<file path="src/rtl/sccc_pkg.sv">
// constants and types for the synthesizer channel and calibration control
package sccc_pkg;
    // ==========================================
    // register offsets
    localparam logic [5:0] SCCC_ADDR_IRQ_STATUS = 6'h0f;
    localparam logic [5:0] SCCC_ADDR_PHY_CC     = 6'h08;
    localparam logic [5:0] SCCC_ADDR_INDEX      = 6'h13;
    localparam logic [5:0] SCCC_ADDR_BAND       = 6'h14;
    localparam logic [5:0] SCCC_ADDR_CF_CAL     = 6'h1a;
    localparam logic [5:0] SCCC_ADDR_DCU_CAL    = 6'h1b;
    // ==========================================
    // reset values and field positions
    localparam logic [7:0] SCCC_RST_PHY_CC   = 8'h2b;
    localparam logic [7:0] SCCC_RST_CF_CAL   = 8'h57;
    localparam logic [7:0] SCCC_RST_DCU_CAL  = 8'h20;
    localparam int         SCCC_START_BIT    = 7;
    localparam int         SCCC_LOCK_BIT     = 0;
    localparam int         SCCC_UNLOCK_BIT   = 1;
    localparam logic [4:0] SCCC_CH_FIRST     = 5'h0b;
    localparam logic [4:0] SCCC_CH_LAST      = 5'h1a;
    localparam logic [3:0] SCCC_BAND_STD     = 4'h0;
    localparam logic [3:0] SCCC_BAND_LOW     = 4'h8;
    localparam logic [3:0] SCCC_BAND_HIGH    = 4'h9;
    localparam logic [7:0] SCCC_LOW_MIN_IDX  = 8'h20;
    localparam logic [7:0] SCCC_HIGH_MAX_IDX = 8'hba;
    // frequencies in half-MHz units
    localparam logic [12:0] SCCC_STD_BASE_HM  = 13'd4810;
    localparam logic [12:0] SCCC_LOW_BASE_HM  = 13'd4612;
    localparam logic [12:0] SCCC_HIGH_BASE_HM = 13'd4868;
    localparam logic [12:0] SCCC_RX_OFFS_HM   = 13'd4;
    // ==========================================
    // timing
    localparam int SCCC_CLK_MHZ     = 100;
    localparam int SCCC_T_ENABLE_US = 80;
    localparam int SCCC_T_SWITCH_US = 11;
    localparam int SCCC_T_RXTX_US   = 16;
    localparam int SCCC_T_TXRX_US   = 32;
    localparam int SCCC_T_CF_STEP_US = 8;
    localparam int SCCC_T_DCU_US    = 6;
    localparam int SCCC_CYC_ENABLE  = SCCC_T_ENABLE_US * SCCC_CLK_MHZ;
    localparam int SCCC_CYC_SWITCH  = SCCC_T_SWITCH_US * SCCC_CLK_MHZ;
    localparam int SCCC_CYC_RXTX    = SCCC_T_RXTX_US * SCCC_CLK_MHZ;
    localparam int SCCC_CYC_TXRX    = SCCC_T_TXRX_US * SCCC_CLK_MHZ;
    localparam int SCCC_CYC_CF_STEP = SCCC_T_CF_STEP_US * SCCC_CLK_MHZ;
    localparam int SCCC_CYC_DCU     = SCCC_T_DCU_US * SCCC_CLK_MHZ;
    localparam int SCCC_CF_MAX_STEPS = 3;
    // ==========================================
    // transceiver states as seen by this block
    typedef enum logic [3:0] {
        SCCC_TRANSCEIVER_OFF_STATE   = 4'h0,
        SCCC_SYNTH_ON  = 4'h1,
        SCCC_RX_LISTEN = 4'h2,
        SCCC_TX_BUSY   = 4'h3,
        SCCC_RX_BUSY   = 4'h4,
        SCCC_EXT_TX_IDLE = 4'h5,
        SCCC_EXT_RX_IDLE = 4'h6,
        SCCC_EXT_TX_BUSY = 4'h7,
        SCCC_EXT_RX_BUSY = 4'h8
    } sccc_trx_type;
    // synthesizer sequencer
    typedef enum logic [2:0] {
        SCCC_SY_IDLE   = 3'h0,
        SCCC_SY_ENABLE = 3'h1,
        SCCC_SY_SWITCH = 3'h2,
        SCCC_SY_LOCKED = 3'h3,
        SCCC_SY_STEP   = 3'h4
    } sccc_synth_type;
    // register write strobe
    typedef struct packed {
        logic       wr;
        logic [5:0] addr;
        logic [7:0] data;
    } sccc_wr_type;
    // lock status pair
    typedef struct packed {
        logic unlock;
        logic lock;
    } sccc_irq_type;
endpackage : sccc_pkg

</file>
<file path="src/rtl/sccc_freq_decode.sv">
// frequency decoder from channel, band and index to half-MHz carrier
`timescale 1ns/10ps
`default_nettype none
module sccc_freq_decode
    import sccc_pkg::*;
(
    input  wire logic [4:0]  channel_i,
    input  wire logic [3:0]  alt_band_select_i,
    input  wire logic [7:0]  alt_frequency_index_i,
    output logic      [12:0] freq_hm_o,
    output logic             valid_o
);
    // ==========================================
    // decode; reserved bands fall back to the standard base frequency and flag invalid
    always_comb begin
        freq_hm_o = SCCC_STD_BASE_HM;
        valid_o   = 1'b0;
        case (alt_band_select_i)
            SCCC_BAND_STD: begin
                freq_hm_o = SCCC_STD_BASE_HM + 13'(({8'h00, channel_i} - 13'd11) * 13'd10);
                valid_o   = (channel_i >= SCCC_CH_FIRST) && (channel_i <= SCCC_CH_LAST);
            end
            SCCC_BAND_LOW: begin
                freq_hm_o = SCCC_LOW_BASE_HM + {5'h00, alt_frequency_index_i};
                valid_o   = alt_frequency_index_i >= SCCC_LOW_MIN_IDX;
            end
            SCCC_BAND_HIGH: begin
                freq_hm_o = SCCC_HIGH_BASE_HM + {5'h00, alt_frequency_index_i};
                valid_o   = alt_frequency_index_i <= SCCC_HIGH_MAX_IDX;
            end
            default: begin
                valid_o = 1'b0;
            end
        endcase
    end
endmodule : sccc_freq_decode
`default_nettype wire

</file>
<file path="src/rtl/sccc_synth_ctrl.sv">
// synthesizer channel, calibration and lock control, top level
`timescale 1ns/10ps
`default_nettype none
module sccc_synth_ctrl
    import sccc_pkg::*;
#(
    parameter int TW = 14
) (
    input  wire logic         clk_sys_i,
    input  wire logic         rstn_i,
    // register port from the spi engine, same clock
    input  wire logic         reg_wr_i,
    input  wire logic [5:0]   reg_addr_i,
    input  wire logic [7:0]   reg_wdata_i,
    input  wire logic         reg_rd_i,
    output logic      [7:0]   reg_rdata_o,
    // transceiver state and events
    input  wire sccc_trx_type trx_state_i,
    input  wire logic         tx_start_i,
    input  wire logic         tx_done_i,
    input  wire logic         cf_dir_up_i,
    input  wire logic [1:0]   cf_steps_i,
    input  wire logic         pll_unlock_pin_i,
    output logic      [12:0]  synth_freq_hm_o,
    output logic              freq_valid_o,
    output logic              synth_enable_o,
    output logic              synth_locked_o,
    output logic              cal_active_o,
    output logic              tx_ready_o,
    output logic              tx_abort_o,
    output logic              rx_return_o,
    output logic [3:0]        cf_value_o,
    output logic              lock_irq_o,
    output logic              unlock_irq_o
);
    // ==========================================
    // registers
    logic [7:0]   phy_cc_q, phy_cc_d, idx_q, idx_d, cf_q, cf_d, dcu_q, dcu_d, rdata_q, rdata_d;
    logic [3:0]   band_q, band_d;
    sccc_irq_type irq_q, irq_d;
    logic         dcu_run_q, dcu_run_d;
    logic [1:0]   cf_left_q, cf_left_d;
    logic         cf_manual_q, cf_manual_d;
    logic [12:0]  freq_q, freq_d;
    logic         fvalid_q, fvalid_d;
    logic         txhi_q, txhi_d, abort_q, abort_d, rxret_q, rxret_d, rxpend_q, rxpend_d;
    logic         ulk_s1_q, ulk_s2_q, ulk_s3_q;
    sccc_trx_type st_q;
    sccc_synth_type sy_q, sy_d;
    logic [12:0]  dec_freq;
    logic         dec_valid;
    logic         t_load, t_busy, t_done, d_load, d_done, x_load, x_busy, x_done;
    logic [TW-1:0] t_count, x_count;
    logic         powered, hop_state, tx_state, rx_busy, freq_change, cf_kick, dcu_kick, unlock_ev;
    sccc_wr_type  wr;

    assign wr = '{wr: reg_wr_i, addr: reg_addr_i, data: reg_wdata_i};

    // true in every state that keeps the synthesizer running
    function automatic logic is_powered(input sccc_trx_type s);
        return s != SCCC_TRANSCEIVER_OFF_STATE;
    endfunction

    // states where a hop may raise the unlock event
    function automatic logic is_hop_state(input sccc_trx_type s);
        return (s == SCCC_SYNTH_ON) || (s == SCCC_RX_LISTEN);
    endfunction

    // ==========================================
    // helpers
    sccc_freq_decode u_dec (
        .channel_i             (phy_cc_q[4:0]),
        .alt_band_select_i     (band_q),
        .alt_frequency_index_i (idx_q),
        .freq_hm_o             (dec_freq),
        .valid_o               (dec_valid)
    );

    sccc_timer #(.WIDTH(TW)) u_settle (
        .clk_sys_i (clk_sys_i),
        .rstn_i    (rstn_i),
        .load_i    (t_load),
        .count_i   (t_count),
        .busy_o    (t_busy),
        .done_o    (t_done)
    );

    sccc_timer #(.WIDTH(TW)) u_dcu (
        .clk_sys_i (clk_sys_i),
        .rstn_i    (rstn_i),
        .load_i    (d_load),
        .count_i   (TW'(SCCC_CYC_DCU)),
        .busy_o    (),
        .done_o    (d_done)
    );

    sccc_timer #(.WIDTH(TW)) u_txrx (
        .clk_sys_i (clk_sys_i),
        .rstn_i    (rstn_i),
        .load_i    (x_load),
        .count_i   (x_count),
        .busy_o    (x_busy),
        .done_o    (x_done)
    );

    // ==========================================
    // external unlock detector crosses in through two stages
    always_ff @(posedge clk_sys_i or negedge rstn_i) begin
        if (!rstn_i) begin
            ulk_s1_q <= 1'b0;
            ulk_s2_q <= 1'b0;
            ulk_s3_q <= 1'b0;
            st_q     <= SCCC_TRANSCEIVER_OFF_STATE;
        end else begin
            ulk_s1_q <= pll_unlock_pin_i;
            ulk_s2_q <= ulk_s1_q;
            ulk_s3_q <= ulk_s2_q;
            st_q     <= trx_state_i;
        end
    end

    assign powered     = is_powered(trx_state_i);
    assign hop_state   = is_hop_state(trx_state_i);
    assign tx_state    = (trx_state_i == SCCC_TX_BUSY) || (trx_state_i == SCCC_EXT_TX_BUSY);
    assign rx_busy     = (trx_state_i == SCCC_RX_BUSY) || (trx_state_i == SCCC_EXT_RX_BUSY);
    assign freq_change = powered && is_powered(st_q) && (dec_freq != freq_q);
    assign cf_kick     = wr.wr && (wr.addr == SCCC_ADDR_CF_CAL) && wr.data[SCCC_START_BIT];
    assign dcu_kick    = wr.wr && (wr.addr == SCCC_ADDR_DCU_CAL) && wr.data[SCCC_START_BIT];
    // detector unlock is ignored while the rx/tx step settles
    assign unlock_ev   = ulk_s2_q && !ulk_s3_q && !x_busy && (sy_q == SCCC_SY_LOCKED);

    // ==========================================
    // synthesizer sequencer: enable, hop, manual center step
    always_comb begin
        sy_d        = sy_q;
        t_load      = 1'b0;
        t_count     = TW'(SCCC_CYC_ENABLE);
        cf_left_d   = cf_left_q;
        cf_manual_d = cf_manual_q;
        irq_d       = irq_q;
        freq_d      = freq_q;
        fvalid_d    = fvalid_q;
        d_load      = dcu_kick;
        // a status read clears both flags; an event further down in the same cycle still sets
        if (reg_rd_i && reg_addr_i == SCCC_ADDR_IRQ_STATUS) begin
            irq_d = '0;
        end
        if (!powered) begin
            sy_d = SCCC_SY_IDLE;
            cf_manual_d = 1'b0;
            cf_left_d = 2'd0;
        end else begin
            case (sy_q)
                SCCC_SY_IDLE: begin
                    sy_d = SCCC_SY_ENABLE;
                    t_load = 1'b1;
                    d_load = 1'b1;
                    freq_d = dec_freq;
                    fvalid_d = dec_valid;
                end
                SCCC_SY_ENABLE, SCCC_SY_SWITCH: begin
                    if (t_done) begin
                        sy_d = SCCC_SY_LOCKED;
                        irq_d = '{unlock: 1'b0, lock: 1'b1};
                    end
                end
                SCCC_SY_STEP: begin
                    if (t_done) begin
                        if (cf_left_q > 2'd1) begin
                            cf_left_d = cf_left_q - 2'd1;
                            t_load = 1'b1;
                            t_count = TW'(SCCC_CYC_CF_STEP);
                        end else begin
                            cf_left_d = 2'd0;
                            cf_manual_d = 1'b0;
                            sy_d = SCCC_SY_LOCKED;
                            irq_d = '{unlock: 1'b0, lock: 1'b1};
                        end
                    end
                end
                default: begin
                    sy_d = SCCC_SY_LOCKED;
                end
            endcase
            if (sy_q != SCCC_SY_IDLE && freq_change) begin
                sy_d = SCCC_SY_SWITCH;
                cf_manual_d = 1'b0; // a hop ends a manual step, or its start bit would stick
                t_load = 1'b1;
                t_count = TW'(SCCC_CYC_SWITCH);
                d_load = 1'b1;
                freq_d = dec_freq;
                fvalid_d = dec_valid;
                if (hop_state) begin
                    irq_d = '{unlock: 1'b1, lock: 1'b0};
                end
            end else if (sy_q != SCCC_SY_IDLE && cf_kick) begin
                sy_d = SCCC_SY_STEP;
                t_load = 1'b1;
                t_count = TW'(SCCC_CYC_CF_STEP);
                cf_manual_d = 1'b1;
                cf_left_d = (cf_steps_i == 2'd0) ? 2'd1 : cf_steps_i; // 1 to 3 steps, 8 to 24 us
                if (hop_state) begin
                    irq_d = '{unlock: 1'b1, lock: 1'b0};
                end
            end else if (unlock_ev) begin
                sy_d = SCCC_SY_SWITCH; // relock over a hop-sized window
                t_load = 1'b1;
                t_count = TW'(SCCC_CYC_SWITCH);
                irq_d = '{unlock: 1'b1, lock: 1'b0};
            end
        end
    end

    // ==========================================
    // rx/tx offset step and busy-state effects of lock changes
    always_comb begin
        txhi_d   = txhi_q;
        x_load   = 1'b0;
        x_count  = TW'(SCCC_CYC_RXTX);
        abort_d  = 1'b0;
        rxret_d  = 1'b0;
        rxpend_d = rxpend_q;
        if (tx_start_i && !txhi_q) begin
            txhi_d = 1'b1;
            x_load = 1'b1;
        end else if ((tx_done_i || abort_q) && txhi_q) begin
            txhi_d  = 1'b0;
            x_load  = 1'b1;
            x_count = TW'(SCCC_CYC_TXRX);
        end
        if (unlock_ev && tx_state) begin
            abort_d = 1'b1;
        end
        if (unlock_ev && rx_busy) begin
            rxpend_d = 1'b1;
        end else if (rxpend_q && sy_q == SCCC_SY_LOCKED) begin
            rxpend_d = 1'b0;
            rxret_d  = 1'b1;
        end
    end

    // ==========================================
    // register writes; start bits self-clear on completion
    always_comb begin
        phy_cc_d  = phy_cc_q;
        idx_d     = idx_q;
        band_d    = band_q;
        cf_d      = cf_q;
        dcu_d     = dcu_q;
        dcu_run_d = dcu_run_q;
        if (wr.wr) begin
            case (wr.addr)
                SCCC_ADDR_PHY_CC:  phy_cc_d = wr.data;
                SCCC_ADDR_INDEX:   idx_d = wr.data;
                SCCC_ADDR_BAND:    band_d = wr.data[3:0];
                SCCC_ADDR_CF_CAL:  cf_d = wr.data;
                SCCC_ADDR_DCU_CAL: dcu_d = wr.data;
                default:           phy_cc_d = phy_cc_q;
            endcase
        end
        if (dcu_kick || d_load) begin
            dcu_run_d = 1'b1;
        end else if (d_done) begin
            dcu_run_d = 1'b0;
        end
        // successive approximation leaves the result in the low bits
        if (d_done) begin
            dcu_d[3:0] = 4'h8;
        end
        if (sy_q == SCCC_SY_STEP && t_done) begin
            cf_d[3:0] = cf_up_step(cf_q[3:0], cf_dir_up_i);
        end
        cf_d[SCCC_START_BIT]  = cf_manual_d;
        dcu_d[SCCC_START_BIT] = dcu_run_d;
    end

    // one center-frequency step, saturating
    function automatic logic [3:0] cf_up_step(input logic [3:0] v, input logic up);
        if (up) begin
            return (v == 4'hf) ? v : v + 4'h1;
        end
        return (v == 4'h0) ? v : v - 4'h1;
    endfunction

    // ==========================================
    // read mux
    always_comb begin
        rdata_d = rdata_q;
        if (reg_rd_i) begin
            case (reg_addr_i)
                SCCC_ADDR_PHY_CC:     rdata_d = phy_cc_q;
                SCCC_ADDR_INDEX:      rdata_d = idx_q;
                SCCC_ADDR_BAND:       rdata_d = {4'h0, band_q};
                SCCC_ADDR_CF_CAL:     rdata_d = cf_q;
                SCCC_ADDR_DCU_CAL:    rdata_d = dcu_q;
                SCCC_ADDR_IRQ_STATUS: rdata_d = {6'h00, irq_q.unlock, irq_q.lock};
                default:              rdata_d = 8'h00;
            endcase
        end
    end

    // ==========================================
    // state registers
    always_ff @(posedge clk_sys_i or negedge rstn_i) begin
        if (!rstn_i) begin
            phy_cc_q    <= SCCC_RST_PHY_CC;
            idx_q       <= 8'h00;
            band_q      <= 4'h0;
            cf_q        <= SCCC_RST_CF_CAL;
            dcu_q       <= SCCC_RST_DCU_CAL;
            dcu_run_q   <= 1'b0;
            irq_q       <= '0;
            sy_q        <= SCCC_SY_IDLE;
            cf_left_q   <= 2'd0;
            cf_manual_q <= 1'b0;
            freq_q      <= SCCC_STD_BASE_HM;
            fvalid_q    <= 1'b0;
            txhi_q      <= 1'b0;
            abort_q     <= 1'b0;
            rxret_q     <= 1'b0;
            rxpend_q    <= 1'b0;
            rdata_q     <= 8'h00;
        end else begin
            phy_cc_q    <= phy_cc_d;
            idx_q       <= idx_d;
            band_q      <= band_d;
            cf_q        <= cf_d;
            dcu_q       <= dcu_d;
            dcu_run_q   <= dcu_run_d;
            irq_q       <= irq_d;
            sy_q        <= sy_d;
            cf_left_q   <= cf_left_d;
            cf_manual_q <= cf_manual_d;
            freq_q      <= freq_d;
            fvalid_q    <= fvalid_d;
            txhi_q      <= txhi_d;
            abort_q     <= abort_d;
            rxret_q     <= rxret_d;
            rxpend_q    <= rxpend_d;
            rdata_q     <= rdata_d;
        end
    end

    // ==========================================
    // outputs, all from flip-flops except the timer status
    assign synth_freq_hm_o = txhi_q ? freq_q : freq_q - SCCC_RX_OFFS_HM;
    assign freq_valid_o    = fvalid_q;
    assign synth_enable_o  = (sy_q != SCCC_SY_IDLE);
    assign synth_locked_o  = (sy_q == SCCC_SY_LOCKED);
    assign cal_active_o    = cf_q[SCCC_START_BIT] || dcu_q[SCCC_START_BIT];
    assign tx_ready_o      = txhi_q && !x_busy;
    assign tx_abort_o      = abort_q;
    assign rx_return_o     = rxret_q;
    assign cf_value_o      = cf_q[3:0];
    assign lock_irq_o      = irq_q.lock;
    assign unlock_irq_o    = irq_q.unlock;
    assign reg_rdata_o     = rdata_q;
endmodule : sccc_synth_ctrl
`default_nettype wire

</file>
<file path="src/rtl/sccc_timer.sv">
// reloadable down counter that pulses on expiry
`timescale 1ns/10ps
`default_nettype none
module sccc_timer #(
    parameter int WIDTH = 14
) (
    input  wire logic             clk_sys_i,
    input  wire logic             rstn_i,
    input  wire logic             load_i,
    input  wire logic [WIDTH-1:0] count_i,
    output logic                  busy_o,
    output logic                  done_o
);
    logic [WIDTH-1:0] cnt_q, cnt_d;
    logic             done_q, done_d;

    // ==========================================
    // a new load restarts the count even while busy
    always_comb begin
        cnt_d  = cnt_q;
        done_d = 1'b0;
        if (load_i) begin
            cnt_d = count_i;
        end else if (cnt_q != '0) begin
            cnt_d  = cnt_q - 1'b1;
            done_d = (cnt_q == WIDTH'(1));
        end
    end

    always_ff @(posedge clk_sys_i or negedge rstn_i) begin
        if (!rstn_i) begin
            cnt_q  <= '0;
            done_q <= 1'b0;
        end else begin
            cnt_q  <= cnt_d;
            done_q <= done_d;
        end
    end

    assign busy_o = (cnt_q != '0);
    assign done_o = done_q;
endmodule : sccc_timer
`default_nettype wire
</file>
<file path="config.mk">
export PLATFORM = sky130hd
export DESIGN_NAME = sccc_synth_ctrl
export DESIGN_NICKNAME = d
export VERILOG_FILES = /design/src/rtl/sccc_pkg.sv /design/src/rtl/sccc_freq_decode.sv /design/src/rtl/sccc_synth_ctrl.sv /design/src/rtl/sccc_timer.sv
export SDC_FILE = /design/constraint.sdc
export NUM_CORES = 1
export LEC_CHECK = 0
export ABC_AREA = 1
export ABC_CLOCK_PERIOD_IN_PS = 5650
export CORE_UTILIZATION = 65
export CTS_CLUSTER_SIZE = 28
export DETAILED_ROUTE_END_ITERATION = 10
export DONT_BUFFER_PORTS = 1
export PLACE_DENSITY_LB_ADDON = 0.05
export SLEW_MARGIN = 20
export SYNTH_ARGS = -nofsm -noshare
export SYNTH_HDL_FRONTEND = slang
export SYNTH_SLANG_ARGS = --single-unit
export TNS_END_PERCENT = 1
</file>
<file path="constraint.sdc">
create_clock -name clk_sys_i -period 5.65 [get_ports clk_sys_i]
set_clock_uncertainty 0.1 [all_clocks]
set_input_delay 0.2825 -clock clk_sys_i [delete_from_list [all_inputs] [get_ports clk_sys_i]]
set_output_delay 0.2825 -clock clk_sys_i [all_outputs]
set_load 0.1 [all_outputs]
</file>
==> impl_metrics.csv <==
group,metric,value,unit
timing,fin_crit,4.253,ns
critical_path,arrival,4.46,ns
floorplan,dieArea,11990,µm²
global_routing,grt_pass1_vias,6472,
logic_synthesis,synthArstFlopShare,100.0,%
critical_path,crit_type,"reg2reg",
route,totalWireLength,17.98,mm
layout,post-route-util,76.95,%
critical_path,r2r-start,"phy_cc_q[0]",
min_path,min_path_type,"in2reg",
layout,syn_to_final_growth,12.97,%
timing,worstMarginPinSlew,1.177,ns
power,vdd_drop_max,0.4328,mV
min_path,min_path_cells,4,
power,power_density,484.3,nW/µm²
logic_synthesis,ys_ff_latch,120,
layout,stdcell_area,8488,µm²
logic_synthesis,synthMuxAreaShare,0,%
timing,rsz0062_at_grt,"false",
route,routed-via-count,6631,
floorplan,io_pins,62,
logic_synthesis,synth_compound_area_share,13.19,%
layout,nFillCells,819,
layout,multi_input_area,3939,µm²
clocking,postCtsSetupRepairBufs,0,
clocking,htreeDepth,4,
global_routing,antenna_found_initial,0,
min_path,min_to,"cf_left_q[1]",
clocking,post_cts_resized,0,
critical_path,cp_max_fo,12,
run,maxCapViolCount,0,
layout,diodes,0,
logic_synthesis,synth_ff_type,"dfrtp_1",
clocking,clkSinkCount,120,
floorplan,fp-row-count,38,
layout,drive_gt1_share,11.51,%
timing,hold_violations,0,
logic_synthesis,yosysSeqAreaShare,40.23,%
layout,fin_nets,1072,
logic_synthesis,syn_nets,1048,
route,wl_per_cell,15.32,µm
timing,fmax,0.2351,GHz
timing,finalCritPeriodShare,75.27,%
route,dr_wl_met2,8.894,mm
route,drtIter0Drc,636,
placement,io_buffers,0,
critical_path,r2r_cells,27,
floorplan,die_h,109.5,µm
critical_path,worstSetupEndpointType,"flop",
route,wl_met3,985,µm
floorplan,dieWidth,109.5,µm
logic_synthesis,yosysUniqueCellTypes,56,
logic_synthesis,synth_top_family_by_area,"simple AND/OR/NAND/NOR gates",
placement,place_hpwl,12.58,mm
route,drcViolationCount,0,
clocking,clk_latency,0.42,ns
timing,setup_viol,0,
logic_synthesis,synth_simple_gate_area_share,29.68,%
logic_synthesis,avgSynthCellArea,7.536,µm²
placement,gp_congestion,0.8827,
timing,slew_violations,0,
route,antenna_violating_nets_post_route,0,
placement,postPlaceCellArea,7687,µm²
power,p_leak,4.040,nW
logic_synthesis,synth_area,7513,µm²
clocking,cts_hold_buffers,18,
logic_synthesis,synthXorXnorAreaFrac,4.197,%
critical_path,r2r_slack,1.40,ns
clocking,cts_buffer_depth,2,
timing,final.setup.tns,0,ns
clocking,cts_buffers,17,
critical_path,r2r-end,"cf_left_q[1]",
floorplan,core-area,11030,µm²
logic_synthesis,synthCells,997,
global_routing,track_usage,33.23,%
logic_synthesis,yosys_warnings,0,
route,firstDrtPassIters,5,
global_routing,gr-total-overflow,0,
timing,relSlewSlack,21.46,%
global_routing,grt_pass1_wl,30.36,mm
floorplan,start_util,68.11,%
min_path,hold_path.startpoint,"cf_steps_i[1]",
logic_synthesis,synth_edf_count,0,
critical_path,crit_required,5.85,ns
critical_path,cp-start-kind,"flop",
route,maxUsedRoutingLayer,"met4",
route,drt-met1-wl,7.637,mm
logic_synthesis,synth_fa_ha_area_share,4.030,%
route,viasPerCell,5.648,
clocking,path_clk_slew,0.05,ns
power,p_total,4.111,mW
run_status,outcome,"finished, final reports clean",
layout,register_area,3023,µm²
global_routing,grt_max_degree,121,
clocking,cts_tree,"built",
clocking,root_buffer,"clkbuf_16",
==> through the flow <==
step | instances | setup slack, ns | hold slack, ns
2_1_floorplan | 997 | 1.781 | -0.1131
5_1_grt | 1174 | 0.8903 | 0.02981
4_1_cts | 1174 | 1.434 | 0.01214
3_5_place_dp | 1124 | 1.496 | -0.1108
3_3_place_gp | 1124 | 1.561 | -0.1109
6_report | 1174 | 1.397 | 0.02254
==> layer usage <==
layer / track usage, % / vias to the layer above
met3: 6.817 / 44
met2: 56.38 / 215
met4: 13.43 / 0
li1: - / 3307
met1: 41.52 / 3065
met5: 0 / -
==> cells in the final DEF, fill, tap and decap left out, drive strengths merged, types with 3 or more instances in the layout <==
cell / instances
nand2: 256
inv: 143
nor2: 109
dfrtp: 104
o21ai: 88
nand3: 63
a21oi: 36
nor3: 31
xor2: 27
clkbuf: 24
ha: 21
dlygate4sd3: 17
dfstp: 16
nand4: 14
nor4: 12
xnor2: 9
o22ai: 6
a211oi: 6
a221oi: 5
buf: 5
nand3b: 4
clkinv: 4
a211o: 3
a31oi: 3
or2: 3
==> power breakdown <==
part,switching (mW),internal (mW),total (mW),leakage [nW]
sequential,0.307,1.04,1.35,1.49
combinational,1.20,0.489,1.69,2.26
clock,0.377,0.692,1.07,0.286
total,1.89,2.23,4.11,4.04
==> state kept, by name (all words and copies together), names as in the netlist, 2 cells and up <==
register	count
u_dcu.cnt_q	14
u_settle.cnt_q	14
u_txrx.cnt_q	14
freq_q	13
cf_q	8
dcu_q	8
idx_q	8
phy_cc_q	8
reg_rdata_o	8
band_q	4
st_q	4
sy_q	3
cf_left_q	2
==> how the worst max path moves through the flow <==
stage / startpoint / endpoint / slack, ns / cells after the start
6_report: phy_cc_q[0] / cf_left_q[1] / 1.40 / 27
2_1_floorplan: phy_cc_q[0] / u_settle.cnt_q[2] / 1.78 / 25
4_1_cts: phy_cc_q[0] / cf_left_q[1] / 1.43 / 27
3_3_place_gp: phy_cc_q[0] / u_dcu.cnt_q[9] / 1.56 / 22
5_1_grt: phy_cc_q[0] / cf_q[7] / 0.89 / 26
3_5_place_dp: phy_cc_q[0] / u_dcu.cnt_q[9] / 1.50 / 24
==> cells by family (layout without fill, tap and decap cells) <==
group,count (synthesis),in the layout
AO/OA/AOI/OAI,163,163
adder cells (fa/ha/maj),23,23
AND/OR/NAND/NOR,495,495
buffers and inverters,160,197
XOR/XNOR,36,36
flip-flops,120,120
==> synth_stat cells (all sizes together) (14+ instances only) <==
cell type | n | area share [%]
a21oi | 36 | 2.8
dfrtp | 104 | 35
dfstp | 16 | 5.6
ha | 21 | 3.5
inv | 143 | 7.1
nand2 | 256 | 13
nand3 | 63 | 4.9
nand4 | 14 | 1.2
nor2 | 109 | 5.7
nor3 | 31 | 2.4
o21ai | 88 | 6.1
xor2 | 27 | 3.1
==> cell type report <==
class / count / share of cell area, %
flip-flops and latches: 120 / 35.61
clock buffers: 24 / 5.793
inverters: 143 / 6.324
repair buffers: 22 / 2.683
clock inverters: 8 / 1.120
well taps: 140 / 2.064
multi-input cells: 717 / 46.40
==> worst max-delay path: stages (launching register included) <==
cell and delay [ns]:
dfstp_2 0.61, ha_1 0.21, inv_1 0.09, nand2_4 0.09, nand2_1 0.05, nand2_1 0.07
nand2_1 0.08, ha_1 0.34, fa_1 0.44, nand2_1 0.07, inv_1 0.04, nand2_1 0.05
nand2_1 0.06, ha_1 0.34, nand3b_1 0.12, nand3_1 0.10, nand2_1 0.12, nand2_1 0.06
nand2_1 0.06, nand3_1 0.08, nor2_1 0.14, nand2_2 0.12, nand3_4 0.17, inv_1 0.10
nor2_2 0.20, nand2_1 0.08, nand2_1 0.06, nor2_1 0.06
Power figures use the tool's default switching activity.
